`src/pcu_pkg.sv`:
```
// constants for the programmable checksum unit: map, fields, resets
// assumes an apb slave with 32-bit data and a 5-bit byte address
package pcu_pkg;

    // ------------------------------------------------------------------
    // address map (byte addresses)
    // ------------------------------------------------------------------
    localparam int unsigned ADDR_W = 5;
    localparam logic [4:0] OFF_DATA    = 5'h00;
    localparam logic [4:0] OFF_SCRATCH = 5'h04;
    localparam logic [4:0] OFF_CONTROL = 5'h08;
    localparam logic [4:0] OFF_INIT    = 5'h10;
    localparam logic [4:0] OFF_POLY    = 5'h14;

    // ------------------------------------------------------------------
    // control register fields
    // ------------------------------------------------------------------
    localparam int unsigned CR_RESET_BIT = 0;
    localparam int unsigned CR_SIZE_LSB  = 3;
    localparam int unsigned CR_REVIN_LSB = 5;
    localparam int unsigned CR_REVOUT_BIT = 7;

    // ------------------------------------------------------------------
    // reset values
    // ------------------------------------------------------------------
    localparam logic [31:0] RST_DATA    = 32'hFFFF_FFFF;
    localparam logic [7:0]  RST_SCRATCH = 8'h00;
    localparam logic [31:0] RST_INIT    = 32'hFFFF_FFFF;
    localparam logic [31:0] RST_POLY    = 32'h04C1_1DB7;

    // ------------------------------------------------------------------
    // encodings
    // ------------------------------------------------------------------
    typedef enum logic [1:0] {
        PCU_SIZE_32 = 2'b00,
        PCU_SIZE_16 = 2'b01,
        PCU_SIZE_8  = 2'b10,
        PCU_SIZE_7  = 2'b11
    } pcu_size_t;

    typedef enum logic [1:0] {
        PCU_REV_NONE = 2'b00,
        PCU_REV_BYTE = 2'b01,
        PCU_REV_HALF = 2'b10,
        PCU_REV_WORD = 2'b11
    } pcu_rev_t;

    localparam logic [3:0] STRB_WORD = 4'hF;
    localparam logic [3:0] STRB_HALF = 4'h3;
    localparam logic [3:0] STRB_BYTE = 4'h1;

    // ------------------------------------------------------------------
    // helpers
    // ------------------------------------------------------------------
    // left shift that places a w-bit checksum at the top of the word
    function automatic logic [4:0] size_shift(input pcu_size_t s);
        unique case (s)
            PCU_SIZE_32: size_shift = 5'd0;
            PCU_SIZE_16: size_shift = 5'd16;
            PCU_SIZE_8:  size_shift = 5'd24;
            PCU_SIZE_7:  size_shift = 5'd25;
        endcase
    endfunction

    function automatic logic [31:0] rev_word(input logic [31:0] v);
        for (int i = 0; i < 32; i++) begin
            rev_word[i] = v[31-i];
        end
    endfunction

endpackage

```
`src/pcu_top.sv`:
```
// programmable checksum unit with an apb slave register port
// assumes a single apb master on pclk; apb4 pstrb gives the write width
//
// Summary of operation
// - One 32-bit data register: writes feed data, reads return the result.
// - Each data write folds word, half or byte into the stored checksum.
// - Data register takes word, low half, low byte; others word only.
// - Word takes four cycles, half-word two, byte one.
// - Input buffer takes a second write at once without wait states.
// - Widths may mix freely between successive writes.
// - Input bits optionally reversed per byte, half-word or whole word.
// - Output reversal flips the read result across the full word.
// - Reset control bit reloads the data register with the initial value.
// - Writing the initial value register also loads it as checksum.
// - 8-bit scratch register, untouched by the calculator reset bit.
// - Polynomial fully programmable; size 7, 8, 16 or 32 bits.
// - Narrow checksums read back in the low bits, in the high bits once output reversal is on.
// - Polynomial resets to the ethernet 32-bit polynomial.
// - Input reversal: 00 none, 01 byte, 10 half-word, 11 word.
// - Size: 00 is 32, 01 is 16, 10 is 8, 11 is 7 bits.
// - Reset bit set by software only, cleared by hardware afterwards.
`timescale 1ns/1ps
module pcu_top (
    // clock and reset
    input  wire logic                       pclk,
    input  wire logic                       presetn,
    // apb request
    input  wire logic                       psel,
    input  wire logic                       penable,
    input  wire logic                       pwrite,
    input  wire logic [pcu_pkg::ADDR_W-1:0] paddr,
    input  wire logic [31:0]                pwdata,
    input  wire logic [3:0]                 pstrb,
    // apb answer
    output logic                            pready,
    output logic      [31:0]                prdata,
    output logic                            pslverr
);

    // ------------------------------------------------------------------
    // state
    // ------------------------------------------------------------------
    logic [31:0]        crc_q;
    logic [31:0]        init_q;
    logic [31:0]        poly_q;
    logic [7:0]         scratch_q;
    pcu_pkg::pcu_size_t size_q;
    pcu_pkg::pcu_rev_t  revin_q;
    logic               revout_q;
    logic               reset_bit_q;
    logic               buf_valid_q;
    logic [31:0]        buf_data_q;
    logic [2:0]         buf_bytes_q;
    logic [31:0]        eng_data_q;
    logic [2:0]         eng_cnt_q;
    logic [31:0]        prdata_q;
    logic               rd_ok_q;

    logic [31:0] step_out;
    logic        access;
    logic        is_data;
    logic        is_scratch;
    logic        is_control;
    logic        is_init;
    logic        is_poly;
    logic        mapped;
    logic [2:0]  wr_bytes;
    logic        err;
    logic        ready;
    logic        done_wr;
    logic        wr_data;
    logic        flush;
    logic        load;
    logic        busy;
    logic [31:0] rdata;
    logic [31:0] in_aligned;

    // ------------------------------------------------------------------
    // write width from strobes; zero marks an illegal pattern
    // ------------------------------------------------------------------
    function automatic logic [2:0] strb_bytes(input logic [3:0] s);
        if (s == pcu_pkg::STRB_WORD) begin
            strb_bytes = 3'd4;
        end else if (s == pcu_pkg::STRB_HALF) begin
            strb_bytes = 3'd2;
        end else if (s == pcu_pkg::STRB_BYTE) begin
            strb_bytes = 3'd1;
        end else begin
            strb_bytes = 3'd0;
        end
    endfunction

    // ------------------------------------------------------------------
    // decode and handshake
    // ------------------------------------------------------------------
    always_comb begin
        access     = psel & penable;
        is_data    = (paddr == pcu_pkg::OFF_DATA);
        is_scratch = (paddr == pcu_pkg::OFF_SCRATCH);
        is_control = (paddr == pcu_pkg::OFF_CONTROL);
        is_init    = (paddr == pcu_pkg::OFF_INIT);
        is_poly    = (paddr == pcu_pkg::OFF_POLY);
        mapped     = is_data | is_scratch | is_control | is_init | is_poly;
        wr_bytes   = strb_bytes(pstrb);
        err        = !mapped;
        if (pwrite && is_data && wr_bytes == 3'd0) begin
            err = 1'b1;
        end
        if (pwrite && !is_data && pstrb != pcu_pkg::STRB_WORD) begin
            err = 1'b1;
        end
        if (err) begin
            ready = 1'b1;
        end else if (is_data && pwrite) begin
            ready = !buf_valid_q;
        end else if (is_data) begin
            ready = rd_ok_q;
        end else begin
            ready = 1'b1;
        end
        done_wr = access & ready & pwrite & !err;
        wr_data = done_wr & is_data;
    end

    assign pready  = access & ready;
    assign pslverr = access & ready & err;
    assign prdata  = prdata_q;

    // ------------------------------------------------------------------
    // input reversal, narrowed to the written width, then left-aligned
    // ------------------------------------------------------------------
    always_comb begin
        pcu_pkg::pcu_rev_t eff;
        logic [31:0]       r;
        eff = revin_q;
        r   = pwdata;
        if (wr_bytes == 3'd1 && eff != pcu_pkg::PCU_REV_NONE) begin
            eff = pcu_pkg::PCU_REV_BYTE;
        end
        if (wr_bytes == 3'd2 && eff == pcu_pkg::PCU_REV_WORD) begin
            eff = pcu_pkg::PCU_REV_HALF;
        end
        unique case (eff)
            pcu_pkg::PCU_REV_NONE: r = pwdata;
            pcu_pkg::PCU_REV_BYTE: begin
                for (int b = 0; b < 4; b++) begin
                    for (int i = 0; i < 8; i++) begin
                        r[8*b+i] = pwdata[8*b+7-i];
                    end
                end
            end
            pcu_pkg::PCU_REV_HALF: begin
                for (int h = 0; h < 2; h++) begin
                    for (int i = 0; i < 16; i++) begin
                        r[16*h+i] = pwdata[16*h+15-i];
                    end
                end
            end
            pcu_pkg::PCU_REV_WORD: r = pcu_pkg::rev_word(pwdata);
        endcase
        // msb of the written width is processed first
        unique case (wr_bytes)
            3'd1:    in_aligned = {r[7:0], 24'h00_0000};
            3'd2:    in_aligned = {r[15:0], 16'h0000};
            default: in_aligned = r;
        endcase
    end

    // ------------------------------------------------------------------
    // byte engine
    // ------------------------------------------------------------------
    pcu_crc_step u_step (
        .crc_in   (crc_q),
        .byte_in  (eng_data_q[31:24]),
        .poly     (poly_q),
        .size_sel (size_q),
        .crc_out  (step_out)
    );

    // an init write or calculator reset discards queued data
    assign flush = (done_wr & is_init) | reset_bit_q;
    assign load  = buf_valid_q & (eng_cnt_q <= 3'd1) & !flush;
    assign busy  = buf_valid_q | (eng_cnt_q != 3'd0) | reset_bit_q;

    always_ff @(posedge pclk or negedge presetn) begin
        if (!presetn) begin
            buf_valid_q <= 1'b0;
            buf_data_q  <= 32'h0000_0000;
            buf_bytes_q <= 3'd0;
        end else if (flush) begin
            buf_valid_q <= 1'b0;
        end else if (wr_data) begin
            buf_valid_q <= 1'b1;
            buf_data_q  <= in_aligned;
            buf_bytes_q <= wr_bytes;
        end else if (load) begin
            buf_valid_q <= 1'b0;
        end
    end

    // one byte per cycle gives 4, 2 and 1 cycles per width
    always_ff @(posedge pclk or negedge presetn) begin
        if (!presetn) begin
            eng_data_q <= 32'h0000_0000;
            eng_cnt_q  <= 3'd0;
        end else if (flush) begin
            eng_cnt_q  <= 3'd0;
        end else if (load) begin
            eng_data_q <= buf_data_q;
            eng_cnt_q  <= buf_bytes_q;
        end else if (eng_cnt_q != 3'd0) begin
            eng_data_q <= {eng_data_q[23:0], 8'h00};
            eng_cnt_q  <= eng_cnt_q - 3'd1;
        end
    end

    always_ff @(posedge pclk or negedge presetn) begin
        if (!presetn) begin
            crc_q <= pcu_pkg::RST_DATA;
        end else if (done_wr && is_init) begin
            crc_q <= pwdata;
        end else if (reset_bit_q) begin
            crc_q <= init_q;
        end else if (eng_cnt_q != 3'd0) begin
            crc_q <= step_out;
        end
    end

    // ------------------------------------------------------------------
    // configuration registers
    // ------------------------------------------------------------------
    always_ff @(posedge pclk or negedge presetn) begin
        if (!presetn) begin
            init_q <= pcu_pkg::RST_INIT;
            poly_q <= pcu_pkg::RST_POLY;
        end else if (done_wr && is_init) begin
            init_q <= pwdata;
        end else if (done_wr && is_poly) begin
            poly_q <= pwdata;
        end
    end

    always_ff @(posedge pclk or negedge presetn) begin
        if (!presetn) begin
            size_q   <= pcu_pkg::PCU_SIZE_32;
            revin_q  <= pcu_pkg::PCU_REV_NONE;
            revout_q <= 1'b0;
        end else if (done_wr && is_control) begin
            size_q   <= pcu_pkg::pcu_size_t'(
                        pwdata[pcu_pkg::CR_SIZE_LSB +: 2]);
            revin_q  <= pcu_pkg::pcu_rev_t'(
                        pwdata[pcu_pkg::CR_REVIN_LSB +: 2]);
            revout_q <= pwdata[pcu_pkg::CR_REVOUT_BIT];
        end
    end

    // writing zero has no effect; a new set beats the hardware clear
    always_ff @(posedge pclk or negedge presetn) begin
        if (!presetn) begin
            reset_bit_q <= 1'b0;
        end else if (done_wr && is_control
                     && pwdata[pcu_pkg::CR_RESET_BIT]) begin
            reset_bit_q <= 1'b1;
        end else begin
            reset_bit_q <= 1'b0;
        end
    end

    // not in the flush path, so the calculator reset leaves it alone
    always_ff @(posedge pclk or negedge presetn) begin
        if (!presetn) begin
            scratch_q <= pcu_pkg::RST_SCRATCH;
        end else if (done_wr && is_scratch) begin
            scratch_q <= pwdata[7:0];
        end
    end

    // ------------------------------------------------------------------
    // read data, captured every cycle of a transfer
    // ------------------------------------------------------------------
    always_comb begin
        logic [31:0] res;
        res = (crc_q << pcu_pkg::size_shift(size_q))
              >> pcu_pkg::size_shift(size_q);
        if (revout_q) begin
            res = pcu_pkg::rev_word(res);
        end
        rdata = 32'h0000_0000;
        if (is_data) begin
            rdata = res;
        end else if (is_scratch) begin
            rdata = {24'h00_0000, scratch_q};
        end else if (is_control) begin
            rdata[pcu_pkg::CR_RESET_BIT]         = reset_bit_q;
            rdata[pcu_pkg::CR_SIZE_LSB +: 2]     = size_q;
            rdata[pcu_pkg::CR_REVIN_LSB +: 2]    = revin_q;
            rdata[pcu_pkg::CR_REVOUT_BIT]        = revout_q;
        end else if (is_init) begin
            rdata = init_q;
        end else if (is_poly) begin
            rdata = poly_q;
        end
    end

    // rd_ok_q says the checksum did not move at the capture edge
    always_ff @(posedge pclk or negedge presetn) begin
        if (!presetn) begin
            prdata_q <= 32'h0000_0000;
            rd_ok_q  <= 1'b0;
        end else begin
            if (psel) begin
                prdata_q <= rdata;
            end
            rd_ok_q <= psel & !busy;
        end
    end

endmodule

```
`src/pcu_crc_step.sv`:
```
// one byte of checksum arithmetic, msb first, for any selected width
// assumes the checksum sits in the low bits and upper bits are ignored
`timescale 1ns/1ps
module pcu_crc_step (
    // operands
    input  wire logic [31:0]       crc_in,
    input  wire logic [7:0]        byte_in,
    input  wire logic [31:0]       poly,
    input  wire pcu_pkg::pcu_size_t size_sel,
    // result
    output logic      [31:0]       crc_out
);

    // ------------------------------------------------------------------
    // left-align so one 32-bit loop serves every width
    // ------------------------------------------------------------------
    always_comb begin
        logic [4:0]  sh;
        logic [31:0] c;
        logic [31:0] p;
        logic        fb;
        sh = pcu_pkg::size_shift(size_sel);
        c  = crc_in << sh;
        p  = poly << sh;
        fb = 1'b0;
        for (int i = 7; i >= 0; i--) begin
            fb = c[31] ^ byte_in[i];
            c  = c << 1;
            if (fb) begin
                c = c ^ p;
            end
        end
        crc_out = c >> sh;
    end

endmodule

```
`config.mk`:
```
export PLATFORM = sky130hd
export DESIGN_NAME = pcu_top
export DESIGN_NICKNAME = d
export VERILOG_FILES = /design/src/pcu_pkg.sv /design/src/pcu_top.sv /design/src/pcu_crc_step.sv
export SDC_FILE = /design/constraint.sdc
export NUM_CORES = 1
export LEC_CHECK = 0
export BUFFER_PORTS_ARGS = -buffer_cell sky130_fd_sc_hd__buf_2
export CORE_MARGIN = 8
export CORE_UTILIZATION = 25
export CTS_CLUSTER_DIAMETER = 40
export CTS_CLUSTER_SIZE = 40
export DETAILED_ROUTE_END_ITERATION = 10
export PLACE_DENSITY = 0.44
export SYNTH_ARGS = -nofsm -noshare
export SYNTH_HDL_FRONTEND = slang
export SYNTH_SLANG_ARGS = --single-unit
```
`constraint.sdc`:
```
create_clock -name pclk -period 6.3 [get_ports pclk]
set_input_delay 1.26 -clock pclk [delete_from_list [all_inputs] [get_ports pclk]]
set_output_delay 1.26 -clock pclk [all_outputs]
set_load 0.1 [all_outputs]
```
======== Word-level counts from Yosys, hierarchy flattened ========
Index checks and enable logic that the tools add are counted.
Widths: inputs -> output; s select.
operators by class
  shift operators ......................... 4
  add/subtract/negate cells ............... 1
  mux-type cells .......................... 42
  bitwise logic cells ..................... 35
  reductions and logical operators ........ 30
  order comparisons ....................... 1
  equality and inequality tests ........... 17
operators by type and width
  operator            count
  $mux 32             18
  $xor 32x32->32      8
  $pmux 32 s4         1
  $pmux 32 s2         1
  $shl 32x5->32       2
  $shr 32x5->32       2
  $mux 24             1
  $pmux 5 s4          1
  $mux 3              5
  $reduce_bool 3->1   4
  $logic_and 1x1->1   11
  $mux 1              11
  $and 1x1->1         10
  $eq 2x2->1 const B  5
  $eq 5x5->1 const B  2
  $xor 1x1->1         8
  $or 1x1->1          7
  $logic_not 1->1     6
  $mux 2              3
  $reduce_and 2->1    3
  $eq 5x3->1 const B  1
  $eq 5x4->1 const B  1
  $logic_not 5->1     1
  $mux 5              1
  13 further kinds    17
storage, ports and cells
  bits of input ports ..................... 46
  output and inout port bits .............. 34
  register bits after elaboration ......... 214

======== Depth between registers and ports, before layout ========
Gate-level depths: netlist of run 1.
  depth in word-level cells ............... 23
  depth in mapped cells ................... 22

======== Modules after synthesis ========
A second synthesis of run 1 with hierarchy kept.
unflattened totals
  cells, all modules ...................... 1,980
  area total of the unflattened synthesis .. 16,449.5 um^2
modules (own cells, without submodules)
  module        cells an instance  seq. area each (um^2)  times used  area each (um^2)
  pcu_top       1,190              5,452.7                1           11,278.3
  pcu_crc_step  790                0.0                    1           5,171.2

======== Worst setup path before layout of run 1 ========
Ideal clock, no wire load.
  path type ............................... register -> register
  from .................................... register size_q[1]
  to ...................................... register crc_q[18]
  required time ........................... 6,217 ps
  path buffers ............................ 5
  setup slack ............................. 1,521 ps
  data arrival time ....................... 4,696 ps
  period minus slack after synthesis ...... 4,779 ps
  stages on the path, launching flop included .. 21
  path through ............................ dfrtp_1 > buf_4 > mux4_2 > xnor2_1 > buf_4 > buf_4 > mux2_2 > a221oi_1 > o22a_1 > xor2_1 > nand4_1 > a21oi_1 > a211oi_1 > o21ai_1 > xnor2_2 > buf_2 > buf_4 > nand2_1 > xnor2_1 > a221oi_1 > nor2_1
between the ends
  word-level cells in the longest chain between the ends .. 23
  elaborated cells between the ends (all ways) .. 35
  classes of those cells .................. eq/ne (3); shift (3); mux (12); bitwise (16); reduce/logical (1)
ends and longest elaborated chain
  element                                        RTL line                                source
  from (decl)                                    pcu_top.sv:47                           pcu_pkg::pcu_size_t size_q;
  from (signal assigned)                         pcu_top.sv:245                          size_q <= pcu_pkg::PCU_SIZE_32;
  from (signal assigned)                         pcu_top.sv:249                          size_q <= pcu_pkg::pcu_size_t'(
  $eq 2x2->1, or another cell as far along       pcu_pkg.sv:57                           unique case (s)
  $pmux 5 s4 *                                   pcu_pkg.sv:57
  $shl 32x5->32, on equally long branches        pcu_crc_step.sv:23, pcu_crc_step.sv:24
  $xor 32x32->32 or $xor 1x1->1 (tied branches)  pcu_crc_step.sv:30, pcu_crc_step.sv:27
  $mux 32                                        pcu_crc_step.sv:29                      if (fb) begin
  $xor 32x32->32 or $xor 1x1->1 (tied branches)  pcu_crc_step.sv:30, pcu_crc_step.sv:27
  $mux 32                                        pcu_crc_step.sv:29
  $xor 32x32->32 or $xor 1x1->1 (tied branches)  pcu_crc_step.sv:30, pcu_crc_step.sv:27
  (+7 left out)                                  -
  $xor 32x32->32 or $xor 1x1->1 (tied branches)  pcu_crc_step.sv:30, pcu_crc_step.sv:27
  $mux 32                                        pcu_crc_step.sv:29
  $xor 1x1->1 or $xor 32x32->32 (tied branches)  pcu_crc_step.sv:27, pcu_crc_step.sv:30
  $mux 32                                        pcu_crc_step.sv:29
  $shr 32x5->32 *                                pcu_crc_step.sv:33                      crc_out = c >> sh;
  $mux 32 *                                      pcu_top.sv:224                          end else if (eng_cnt_q != 3'd0) begin
  $mux 32 *                                      pcu_top.sv:222                          end else if (reset_bit_q) begin
  $mux 32 *                                      pcu_top.sv:220                          end else if (done_wr && is_init) begin
  to (signal assigned)                           pcu_top.sv:221                          crc_q <= pwdata;
  to (signal assigned)                           pcu_top.sv:223                          crc_q <= init_q;
  to (signal assigned)                           pcu_top.sv:225                          crc_q <= step_out;
  to (decl)                                      pcu_top.sv:43                           logic [31:0] crc_q;
Every way passes the cells marked *; elsewhere a longest branch is shown, timed or not. The select of a mux whose other input is x is not followed.
A chain may end at the register's enable or synchronous reset.

======== Worst setup path in the final report of run 1 ========
  from .................................... register size_q[0]
  to ...................................... register crc_q[5]
The elaborated chain is that of the path after synthesis.

==> summary.txt, run 1 <==
Critical path
  • Reg-to-reg startpoint: size_q[0]
  • Reg-to-Reg End: crc_q[5]
  • Reg2Reg Depth: 16
  • CP max FO: 29
  • CP Class: reg2reg
  • Critical Path Start Type: register
  • Reg2reg setup slack: 300 ps
  • WP data required: 6780 ps
  • Crit. End Element: register
  • Arr. time, crit path: 6480 ps

Clocking
  • CTS max path bufs: 3
  • TritonCTS clock tree: built
  • Cts hold-fix bufs: 0
  • Root Driver: clkbuf_16
  • Clock latency on the worst-skew pair: 560 ps
  • Clock Pin Slew Worst Setup and Hold Paths: 70 ps
  • Clock Sinks: 214
  • H-Tree Depth: 1
  • CTS Buf Count: 29

Placement
  • Final GP Congestion: 0.937
  • Detailed placement HPWL: 53600 um
  • IO buf count: 79
  • Setup WS pre-CTS: 262 ps
  • Placed insts: 2964

Job
  • Max-cap violations: 0

Power and ir drop
  • Share of power burned in registers: 25.9%
  • Pint: 0.00377 W
  • Lkg Pwr: 7.40 nW
  • Sw Share: 46.7%
  • Peak VDD IR: 247 uV
  • PwrDens: 369 mW/mm^2
  • Clk pwr share: 23.5%
  • Net Switching: 0.00331 W
  • Logic gate share of total power: 50.6%

Timing
  • Skew final: 10.9 ps
  • Period utilisation layout: 95.2%
  • RSZ-0062 raised after global routing: no
  • Max-slew violation count: 0
  • Slew @ Worst Pin: 1360 ps
  • Fin crit period: 6000 ps
  • Setup violations, final: 0
  • Setup tns final: 0 ps
  • Fmax: 0.167 GHz
  • Slew headroom: 9.13%
  • Hold Violations, Final: 0
  • Setup WS post-layout: 300 ps

Layout
  • Multi-input logic area: 0.0105 mm^2
  • Nets: 2170
  • Fillers: 7256
  • Post-Layout Cell Count: 3017
  • Area growth syn-to-layout: 14.3%
  • Share of cells above drive strength 1: 18.4%
  • Storage element area: 0.00546 mm^2
  • # diodes: 0

Drt
  • Wirelength per Cell: 24.6 um
  • # DRC: 0
  • TritonRoute pass-1 iters: 5
  • Vias per std cell: 5.44
  • Total detailed-routing wirelength: 74200 um
  • Final ANT Viol Nets: 0
  • Met3 WL: 4950 um
  • Vias: 16423
  • Met2 WL: 33700 um
  • M1 WL: 32800 um
  • Number of DRC markers in iteration 0: 1685
  • Top sig layer: met5

Logic synthesis
  • #FFs+latches synth: 214
  • Synth Warn #: 0
  • Main synth FF type: dfrtp_1
  • Post-Syn Nets: 2166
  • Most instantiated cells after synthesis: nand2_1, nor2_1, xnor2_1
  • Share of Yosys cell area claimed by the top area cell type: 20.3%
  • Top-count cell post-synth: nand2_1
  • Synth area leader: dfrtp_1
  • Synthesized cell area: 0.0168 mm^2
  • Top cells by area, synth: dfrtp_1, dfstp_2, xnor2_1
  • Instance count of the mapped netlist: 2118
  • Seq/Total Area, Yosys: 32.5%
  • Mapped Avg Cell Area: 7.93 um^2
  • Yosys cell types: 82
  • Post-synth EDFFs: 0
  • Async set or reset register ratio after synthesis: 100%

Min path
  • Hold Path Depth: 2
  • Min-delay src: init_q[10]
  • Worst min-delay path class: reg2reg
  • Hold EP: init_q[10]

Floorplan
  • Starting Density: 25.1%
  • Die W: 275 um
  • Cell Rows: 95
  • Num ports: 80
  • Die area: 0.0757 mm^2
  • Die height: 275 um
  • Core region area: 0.0668 mm^2

Global routing
  • Largest net degree at the start of global routing: 109
  • Vias in the first global route: 16094
  • Antenna violations before repair: 2
  • GR Overflow Total: 0
  • First-pass GRT wire length: 110000 um
  • GRT Util Overall: 19.1%

Run status
  • Status: finished, final reports clean
## routing by layer
metal	GRT usage, %	vias to the layer above
li1	-	7473
met2	30.8	697
met3	2.65	130
met4	6.70	4
met5	0	-
met1	26.1	8119
## flip-flops by register name, indices dropped and copies added (netlist names)
name	count
buf_valid_q	1
scratch_q	8
buf_data_q	32
init_q	32
eng_data_q	32
crc_q	32
eng_cnt_q	3
rd_ok_q	1
reset_bit_q	1
revin_q	2
buf_bytes_q	3
revout_q	1
poly_q	32
prdata	32
size_q	2
## how the worst max path moves through the flow
stage,end,cells past startpoint,start,slack [ps]
2_1_floorplan,crc_q[18],20,size_q[1],1520
3_3_place_gp,crc_q[5],17,size_q[0],270
3_5_place_dp,crc_q[5],17,size_q[0],260
4_1_cts,crc_q[5],17,size_q[0],230
5_1_grt,crc_q[5],16,size_q[0],2
6_report,crc_q[5],16,size_q[0],300
## power groups by stage
stage / clock network, W / logic, W / registers [W]
2_1_floorplan: 0 / 0.00232 / 0.00176
3_3_place_gp: 0 / 0.00350 / 0.00185
4_1_cts: 0.00171 / 0.00352 / 0.00183
3_5_place_dp: 0 / 0.00350 / 0.00185
5_1_grt: 0.00175 / 0.00382 / 0.00185
6_report: 0.00166 / 0.00358 / 0.00183
## kinds of logic (layout without fill, tap and decap cells)
| logic type | after synthesis | after routing | share of synthesized area [%] |
|---|---|---|---|
| buffers and inverters | 230 | 256 | 5.59 |
| adder cells (fa/ha/maj) | 2 | 2 | 0.149 |
| flip-flops | 214 | 214 | 32.5 |
| AND/OR/NAND/NOR | 777 | 777 | 19.5 |
| multiplexers | 111 | 111 | 8.01 |
| XOR/XNOR | 215 | 215 | 11.9 |
| AO/OA/AOI/OAI | 569 | 569 | 22.4 |
## worst max-delay path, cell delays in order (launching register included)
cell and delay, ps:
dfrtp_2 480, mux4_2 660, xnor2_4 350, mux2i_1 140, o2111ai_1 400, and3_1 470, buf_4 410, nand3_1 150
a31oi_1 380, o21ai_1 170, a211oi_1 360, o21ai_1 240, xnor2_1 480, nor2_1 120, xnor2_1 580, a2bb2oi_1 260
a31oi_1 240
## what timing repair did
action | in CTS | in global routing
setup buffers | 0 | 0
endpoints found under the setup margin | 0 | 15
gates resized for setup | 0 | 3
endpoints found under the hold margin | 0 | 0
## metrics by stage
stage / cell area (um^2) / hold slack (ps) / utilization (%) / power (W)
after floorplan: 16800 / 447 / - / 0.00409
after global placement: 18200 / 461 / 27.2 / 0.00535
after detailed placement: 18200 / 466 / 27.2 / 0.00536
after CTS: 19200 / 478 / 28.7 / 0.00706
after global routing: 19200 / 496 / 28.7 / 0.00742
final: 19200 / 474 / 28.7 / 0.00708
## layout by cell type, fill, tap and decap left out, types with 17 or more instances in the layout
cell	instances
buf_2	78
mux2i_1	41
o22ai_1	64
nand2_1	430
a22oi_1	32
nor2_1	184
a221oi_1	41
dfstp_2	78
a21oi_1	158
o211ai_1	18
mux2_2	57
a221o_1	19
inv_1	50
nand3_1	38
o21ai_0	109
nor3_1	36
xnor2_1	181
dfrtp_1	133
buf_4	71
clkbuf_16	29
and3_1	17
xor2_1	19
## final cells by class
cell class                      instances  share of cell area [%]
Inverter                               51                   0.998
Clock inverter                         18                   0.907
Timing Repair Buffer                  152                    5.10
Multi-Input combinational cell       1674                    54.7
Clock buffer                           35                    4.16
Tap cell                              873                    5.69
Sequential cell                       214                    28.4
Power figures use the tool's default switching activity.
==> run 2: changes to the inputs <==
Settings changed: CORE_ASPECT_RATIO set to 2.
==> run 2 against run 1 <==
Fmax decreased by 1.5%. Combinational power increased by 13%. Global-route usage up 3.0 points. Clock power decreased by 25%. Worst hold slack better by 9.1 ps. Design area up 0.53%. Critical path depth rose by 3. Clock-buffer cell count down 15. Total power grew 0.68%. Via count is 1.6% higher. Final cell count increased by 1.3%. First-iteration DRC count decreased by 28%. Critical endpoint unchanged. Largest power group unchanged. Highest routed layer unchanged.
==> summary.txt, run 2 (synthesized netlist as in run 1, its figures left out) <==
Timing
  • Setup tns final: 0 ps (unchanged)
  • RSZ-0062 raised after global routing: no
  • Slew @ Worst Pin: 1210 ps (-150 ps)
  • Max-slew violation count: 0 (unchanged)
  • Setup violations, final: 0 (unchanged)
  • Slew headroom: 19.1% (+10 points)
  • Period utilisation layout: 96.7% (+1.5 points)
  • Fmax: 0.164 GHz (-1.5%)
  • Fin crit period: 6090 ps (+93.5 ps)
  • Hold_ws: 483 ps (+9.10 ps)
  • Hold Violations, Final: 0 (unchanged)
  • Skew final: 30.4 ps (+19.5 ps)

Global routing
  • GRT Util Overall: 22.1% (+3.0 points)
  • First-pass GRT wire length: 122000 um (+11%)
  • Vias in the first global route: 17071 (+6.1%)
  • Largest net degree at the start of global routing: 143 (+31%)
  • Antenna violations before repair: 2 (unchanged)
  • GR Overflow Total: 0 (unchanged)

Drt
  • Wirelength per Cell: 28.0 um (+14%)
  • TritonRoute pass-1 iters: 6 (+1)
  • Number of DRC markers in iteration 0: 1211 (-28%)
  • Top sig layer: met5
  • Total detailed-routing wirelength: 85500 um (+15%)
  • Met2 WL: 44700 um (+32%)
  • Vias per std cell: 5.46 (+0.33%)
  • Vias: 16685 (+1.6%)
  • Met3 WL: 4020 um (-19%)
  • Final ANT Viol Nets: 0 (unchanged)
  • # DRC: 0 (unchanged)
  • M1 WL: 27100 um (-17%)

Layout
  • Fillers: 7237 (-0.26%)
  • Post-Layout Cell Count: 3055 (+1.3%)
  • Multi-input logic area: 0.0105 mm^2 (+0.32%)
  • # diodes: 0 (unchanged)
  • Most frequent cells in the layout: nand2_1, nor2_1, xnor2_1
  • Final Core Density: 29.0% (+0.26 points)
  • Nets: 2207 (+1.7%)
  • Most common cell after layout, fill and taps aside: nand2_1
  • Area growth syn-to-layout: 14.9%
  • Share of cells above drive strength 1: 19.6% (+1.2 points)
  • Storage element area: 0.00546 mm^2 (unchanged)

Clocking
  • Root Driver: clkbuf_16
  • Clock Pin Slew Worst Setup and Hold Paths: 90 ps (+20 ps)
  • CTS max path bufs: 3 (unchanged)
  • Post-CTS setup buffer count: 0 (unchanged)
  • Clock latency on the worst-skew pair: 540 ps (-20 ps)
  • Post-CTS Resized: 0 (unchanged)
  • TritonCTS clock tree: built
  • CTS Buf Count: 18 (-38%)
  • Clock Sinks: 214 (unchanged)
  • Cts hold-fix bufs: 0 (unchanged)
  • H-Tree Depth: 1 (unchanged)

Critical path
  • CP max FO: 14 (-52%)
  • Arr. time, crit path: 6530 ps (+50 ps)
  • Critical Path Start Type: register
  • WP data required: 6730 ps (-50 ps)
  • Crit. End Element: register
  • CP Class: reg2reg

Floorplan
  • Die area: 0.0762 mm^2 (+0.66%)
  • Die W: 199 um (-28%)
  • Cell Rows: 134 (+41%)
  • Core region area: 0.0666 mm^2 (-0.36%)
  • Die height: 382 um (+39%)
  • Num ports: 80 (unchanged)
  • Starting Density: 25.2% (+0.091 points)

Placement
  • Detailed placement HPWL: 65100 um (+21%)
  • Final GP Congestion: 1.01 (+8.1%)
  • Placed insts: 3023 (+2.0%)
  • IO buf count: 79 (unchanged)

Power and ir drop
  • PwrDens: 369 mW/mm^2 (+0.15%)
  • Share of power burned in registers: 26.1% (+0.2 points)
  • Total power: 0.00713 W (+0.68%)
  • Peak VDD IR: 322 uV (+30%)
  • Lkg Pwr: 7.50 nW (+1.3%)
  • Sw Share: 49.6% (+2.9 points)
  • Clk pwr share: 17.4% (-6.1 points)
  • Net Switching: 0.00354 W (+6.9%)
  • Logic gate share of total power: 56.5% (+5.9 points)
  • Pint: 0.00359 W (-4.8%)

Run status
  • Status: finished, final reports clean

Min path
  • Worst min-delay path class: reg2reg

Job
  • Max-cap violations: 0 (unchanged)
## run 2: cell types whose count changed in the layout (fill, tap and decap cells not counted), moves of 2 or more
cell / before / now
clkinv_8: 0 / 3
clkinv_2: 3 / 1
inv_8: 5 / 3
clkinvlp_4: 5 / 1
o21ai_0: 109 / 107
inv_6: 3 / 1
clkbuf_16: 29 / 19
clkbuf_8: 5 / 0
o21ai_2: 1 / 3
buf_12: 2 / 5
buf_4: 71 / 116
## run 2: path summary, 6_finish.rpt
check | depth (start not counted) | from | slack (ps) | end
max | 19 | size_q[0] | 210 | crc_q[5]
min | 2 | init_q[14] | 480 | init_q[14]
max reg2reg | 19 | size_q[0] | 210 | crc_q[5]
min reg2reg | 2 | init_q[14] | 480 | init_q[14]
max in group asynchronous | 2 | presetn | 4330 | prdata[12]
min in group asynchronous | 1 | presetn | 690 | prdata[7]
## run 2: worst max-delay path, cell delays in order, from the launching register on
cell and delay (ps):
dfrtp_2 600, buf_4 290, mux4_2 530, xnor2_1 360, buf_4 230, o21ai_0 150
o211ai_4 440, and4_1 360, nor4_2 70, buf_4 170, o31ai_1 700, a22oi_4 130
xnor2_1 170, buf_4 190, xnor2_1 430, nor2_1 110, xnor2_1 470, a2bb2oi_1 350
buf_4 160, a31oi_1 70
## run 2: power by group through the flow
| stage | logic [W] | registers, W | clock network (W) |
|---|---|---|---|
| 2_1_floorplan | 0.00232 | 0.00176 | 0 |
| 3_3_place_gp | 0.00392 | 0.00187 | 0 |
| 3_5_place_dp | 0.00394 | 0.00187 | 0 |
| 4_1_cts | 0.00396 | 0.00184 | 0.00128 |
| 5_1_grt | 0.00424 | 0.00187 | 0.00131 |
| 6_report | 0.00403 | 0.00186 | 0.00124 |
## run 2: cell type report
class                           count  area share, %
Multi-Input combinational cell   1674           54.6
Tap cell                          884           5.74
Clock buffer                       20           2.48
Inverter                           51          0.993
Timing Repair Buffer              200           7.14
Sequential cell                   214           28.3
Clock inverter                     12          0.772
## run 2: stage by stage
| stage | worst slack [ps] | area [um^2] |
|---|---|---|
| after floorplan | 1520 | 16800 |
| final | 206 | 19300 |
| after global placement | 88.3 | 18600 |
| after CTS | 62.5 | 19200 |
| after detailed placement | 115 | 18600 |
| after global routing | 93.8 | 19300 |
## run 2: layer usage
metal,track usage (%),vias up
met5,0,-
met4,21.2,2
met3,2.67,299
met2,40.4,751
met1,20.7,8104
li1,-,7529
==> run 3: changes to the inputs <==
Settings changed: CAP_MARGIN set to 20, CELL_PAD_IN_SITES_DETAIL_PLACEMENT set to 1, CELL_PAD_IN_SITES_GLOBAL_PLACEMENT set to 1, PLACE_DENSITY 0.44 to 0.53.
==> run 3 against run 2 <==
Worst hold slack lost 2.1 ps. Wire length up 5.7%. Via count up 1.5%. Critical path type unchanged.
==> summary.txt, run 3 (synthesized netlist as in run 1, its figures left out) <==
Clocking
  • CTS max path bufs: 3 (unchanged)
  • H-Tree Depth: 1 (unchanged)
  • Clock latency on the worst-skew pair: 530 ps (about the same)
  • Root Driver: clkbuf_16
  • TritonCTS clock tree: built
  • CTS Buf Count: 19 (+1)
  • Clock Pin Slew Worst Setup and Hold Paths: 80 ps (about the same)
  • Clock Sinks: 214 (unchanged)
  • Cts hold-fix bufs: 0 (unchanged)

Layout
  • Most common cell after layout, fill and taps aside: nand2_1
  • Most frequent cells in the layout: nand2_1, nor2_1, xnor2_1
  • Area growth syn-to-layout: 14.3%
  • Share of cells above drive strength 1: 19.1% (-0.51 points)
  • Nets: 2197 (-0.45%)

Drt
  • Wirelength per Cell: 29.7 um (+6.0%)
  • TritonRoute pass-1 iters: 7 (+1)
  • # DRC: 0 (unchanged)
  • Number of DRC markers in iteration 0: 1038 (-14%)
  • Vias: 16937 (+1.5%)
  • Vias per std cell: 5.56 (+1.8%)
  • Final ANT Viol Nets: 0 (unchanged)
  • Total detailed-routing wirelength: 90400 um (+5.7%)

Floorplan
  • Core region area: 0.0666 mm^2 (unchanged)
  • Die height: 382 um (unchanged)
  • Die area: 0.0762 mm^2 (unchanged)
  • Starting Density: 25.2% (unchanged)
  • Cell Rows: 134 (unchanged)
  • Num ports: 80 (unchanged)
  • Die W: 199 um (unchanged)

Global routing
  • Largest net degree at the start of global routing: 111 (-22%)
  • GR Overflow Total: 0 (unchanged)
  • Vias in the first global route: 18087 (+6.0%)
  • First-pass GRT wire length: 131000 um (+7.0%)
  • Antenna violations before repair: 1 (-1)
  • GRT Util Overall: 23.6% (+1.4 points)

Min path
  • Worst min-delay path class: reg2reg
  • Min-delay src: init_q[2]
  • Hold EP: init_q[2]
  • Hold Path Depth: 2 (unchanged)

Timing
  • Fin crit period: 6050 ps (-46.0 ps)
  • RSZ-0062 raised after global routing: no
  • Max-slew violation count: 0 (unchanged)
  • Hold Violations, Final: 0 (unchanged)
  • Slew headroom: 26.0% (+6.9 points)
  • Setup violations, final: 0 (unchanged)
  • Slew @ Worst Pin: 1100 ps (-115 ps)
  • Fmax: 0.165 GHz (+0.76%)
  • Period utilisation layout: 96.0% (-0.73 points)
  • Skew final: 14.4 ps (-15.9 ps)
  • Setup tns final: 0 ps (unchanged)

Critical path
  • Reg-to-reg startpoint: size_q[0]
  • WP data required: 6760 ps (+30 ps)
  • Arr. time, crit path: 6510 ps (-20 ps)
  • Reg-to-Reg End: crc_q[29]
  • Crit. End Element: register
  • Reg2Reg Depth: 16 (-3)
  • Reg2reg setup slack: 250 ps (+50 ps)
  • CP max FO: 20 (+6)
  • CP Class: reg2reg
  • Critical Path Start Type: register

Placement
  • Final GP Congestion: 0.969 (-4.4%)
  • IO buf count: 79 (unchanged)
  • Detailed placement HPWL: 69900 um (+7.4%)

Power and ir drop
  • Peak VDD IR: 230 uV (-29%)
  • Total power: 0.00704 W (-1.3%)
  • Lkg Pwr: 7.44 nW (-0.80%)
  • PwrDens: 367 mW/mm^2 (-0.72%)

Job
  • Max-cap violations: 0 (unchanged)

Run status
  • Status: finished, final reports clean
-- run 3: cell types whose count changed in the layout (fill, tap and decap cells not counted), sizes merged --
cell	previous run	this run
diode	0	1
buf	200	189
clkinvlp	1	2
-- run 3: worst max-delay path by stage --
stage	slack, ps	startpoint	cells past startpoint	endpoint
after floorplan	1520	size_q[1]	20	crc_q[18]
after global routing	110	size_q[1]	15	crc_q[29]
after CTS	220	size_q[1]	15	crc_q[29]
final	250	size_q[0]	16	crc_q[29]
after global placement	270	size_q[0]	15	crc_q[29]
after detailed placement	290	size_q[1]	16	crc_q[4]
-- run 3: cell type report --
cell class                      count  area, um^2
Fill cell                        8011       47400
Multi-Input combinational cell   1674       10500
Sequential cell                   214        5460
Timing Repair Buffer              189        1300
Tap cell                          884        1110
Clock buffer                       20         500
Inverter                           51         191
Clock inverter                     13         124
Antenna cell                        1        2.50
-- run 3: per-stage QoR --
step / utilization, % / setup slack (ps) / instances / instance area (um^2) / hold slack, ps
after floorplan: - / 1520 / 2118 / 16800 / 447
after global placement: 27.8 / 273 / 3010 / 18500 / 459
after detailed placement: 27.8 / 292 / 3011 / 18500 / 470
after CTS: 28.8 / 218 / 3044 / 19100 / 484
after global routing: 28.8 / 106 / 3045 / 19200 / 499
final: 28.8 / 252 / 3046 / 19200 / 481
-- run 3: report_power, final --
part	total, W	internal (W)	switching, W	leakage (nW)
logic	0.00395	0.00131	0.00264	4.47
registers	0.00185	0.00161	0.000247	2.66
clock network	0.00123	0.000608	0.000623	0.304
-- run 3: critical path, cell delays in order, from the launching register on --
cell	delay, ps
dfrtp_4	630
mux4_2	670
xor2_4	420
buf_4	330
nor2_1	180
a32oi_1	250
o2111a_1	450
a21boi_0	190
o211ai_1	380
nand3_2	220
a211oi_1	350
o21ai_1	200
xnor2_1	560
nor2_1	120
xnor2_1	230
o311ai_0	580
o21a_1	210
-- run 3: what timing repair did --
item / CTS / global route
gates resized for setup: 0 / 6
buffers inserted: 0 / 0
hold endpoints to repair: 0 / 0
setup endpoints to repair: 0 / 7
-- run 3: routing by layer --
metal	track usage (%)	part of all wire, %	up-vias
li1	-	-	7532
met1	22.1	32	8555
met2	43.1	52	556
met3	2.36	3.4	294
met4	23.1	12	0
met5	0	0	-
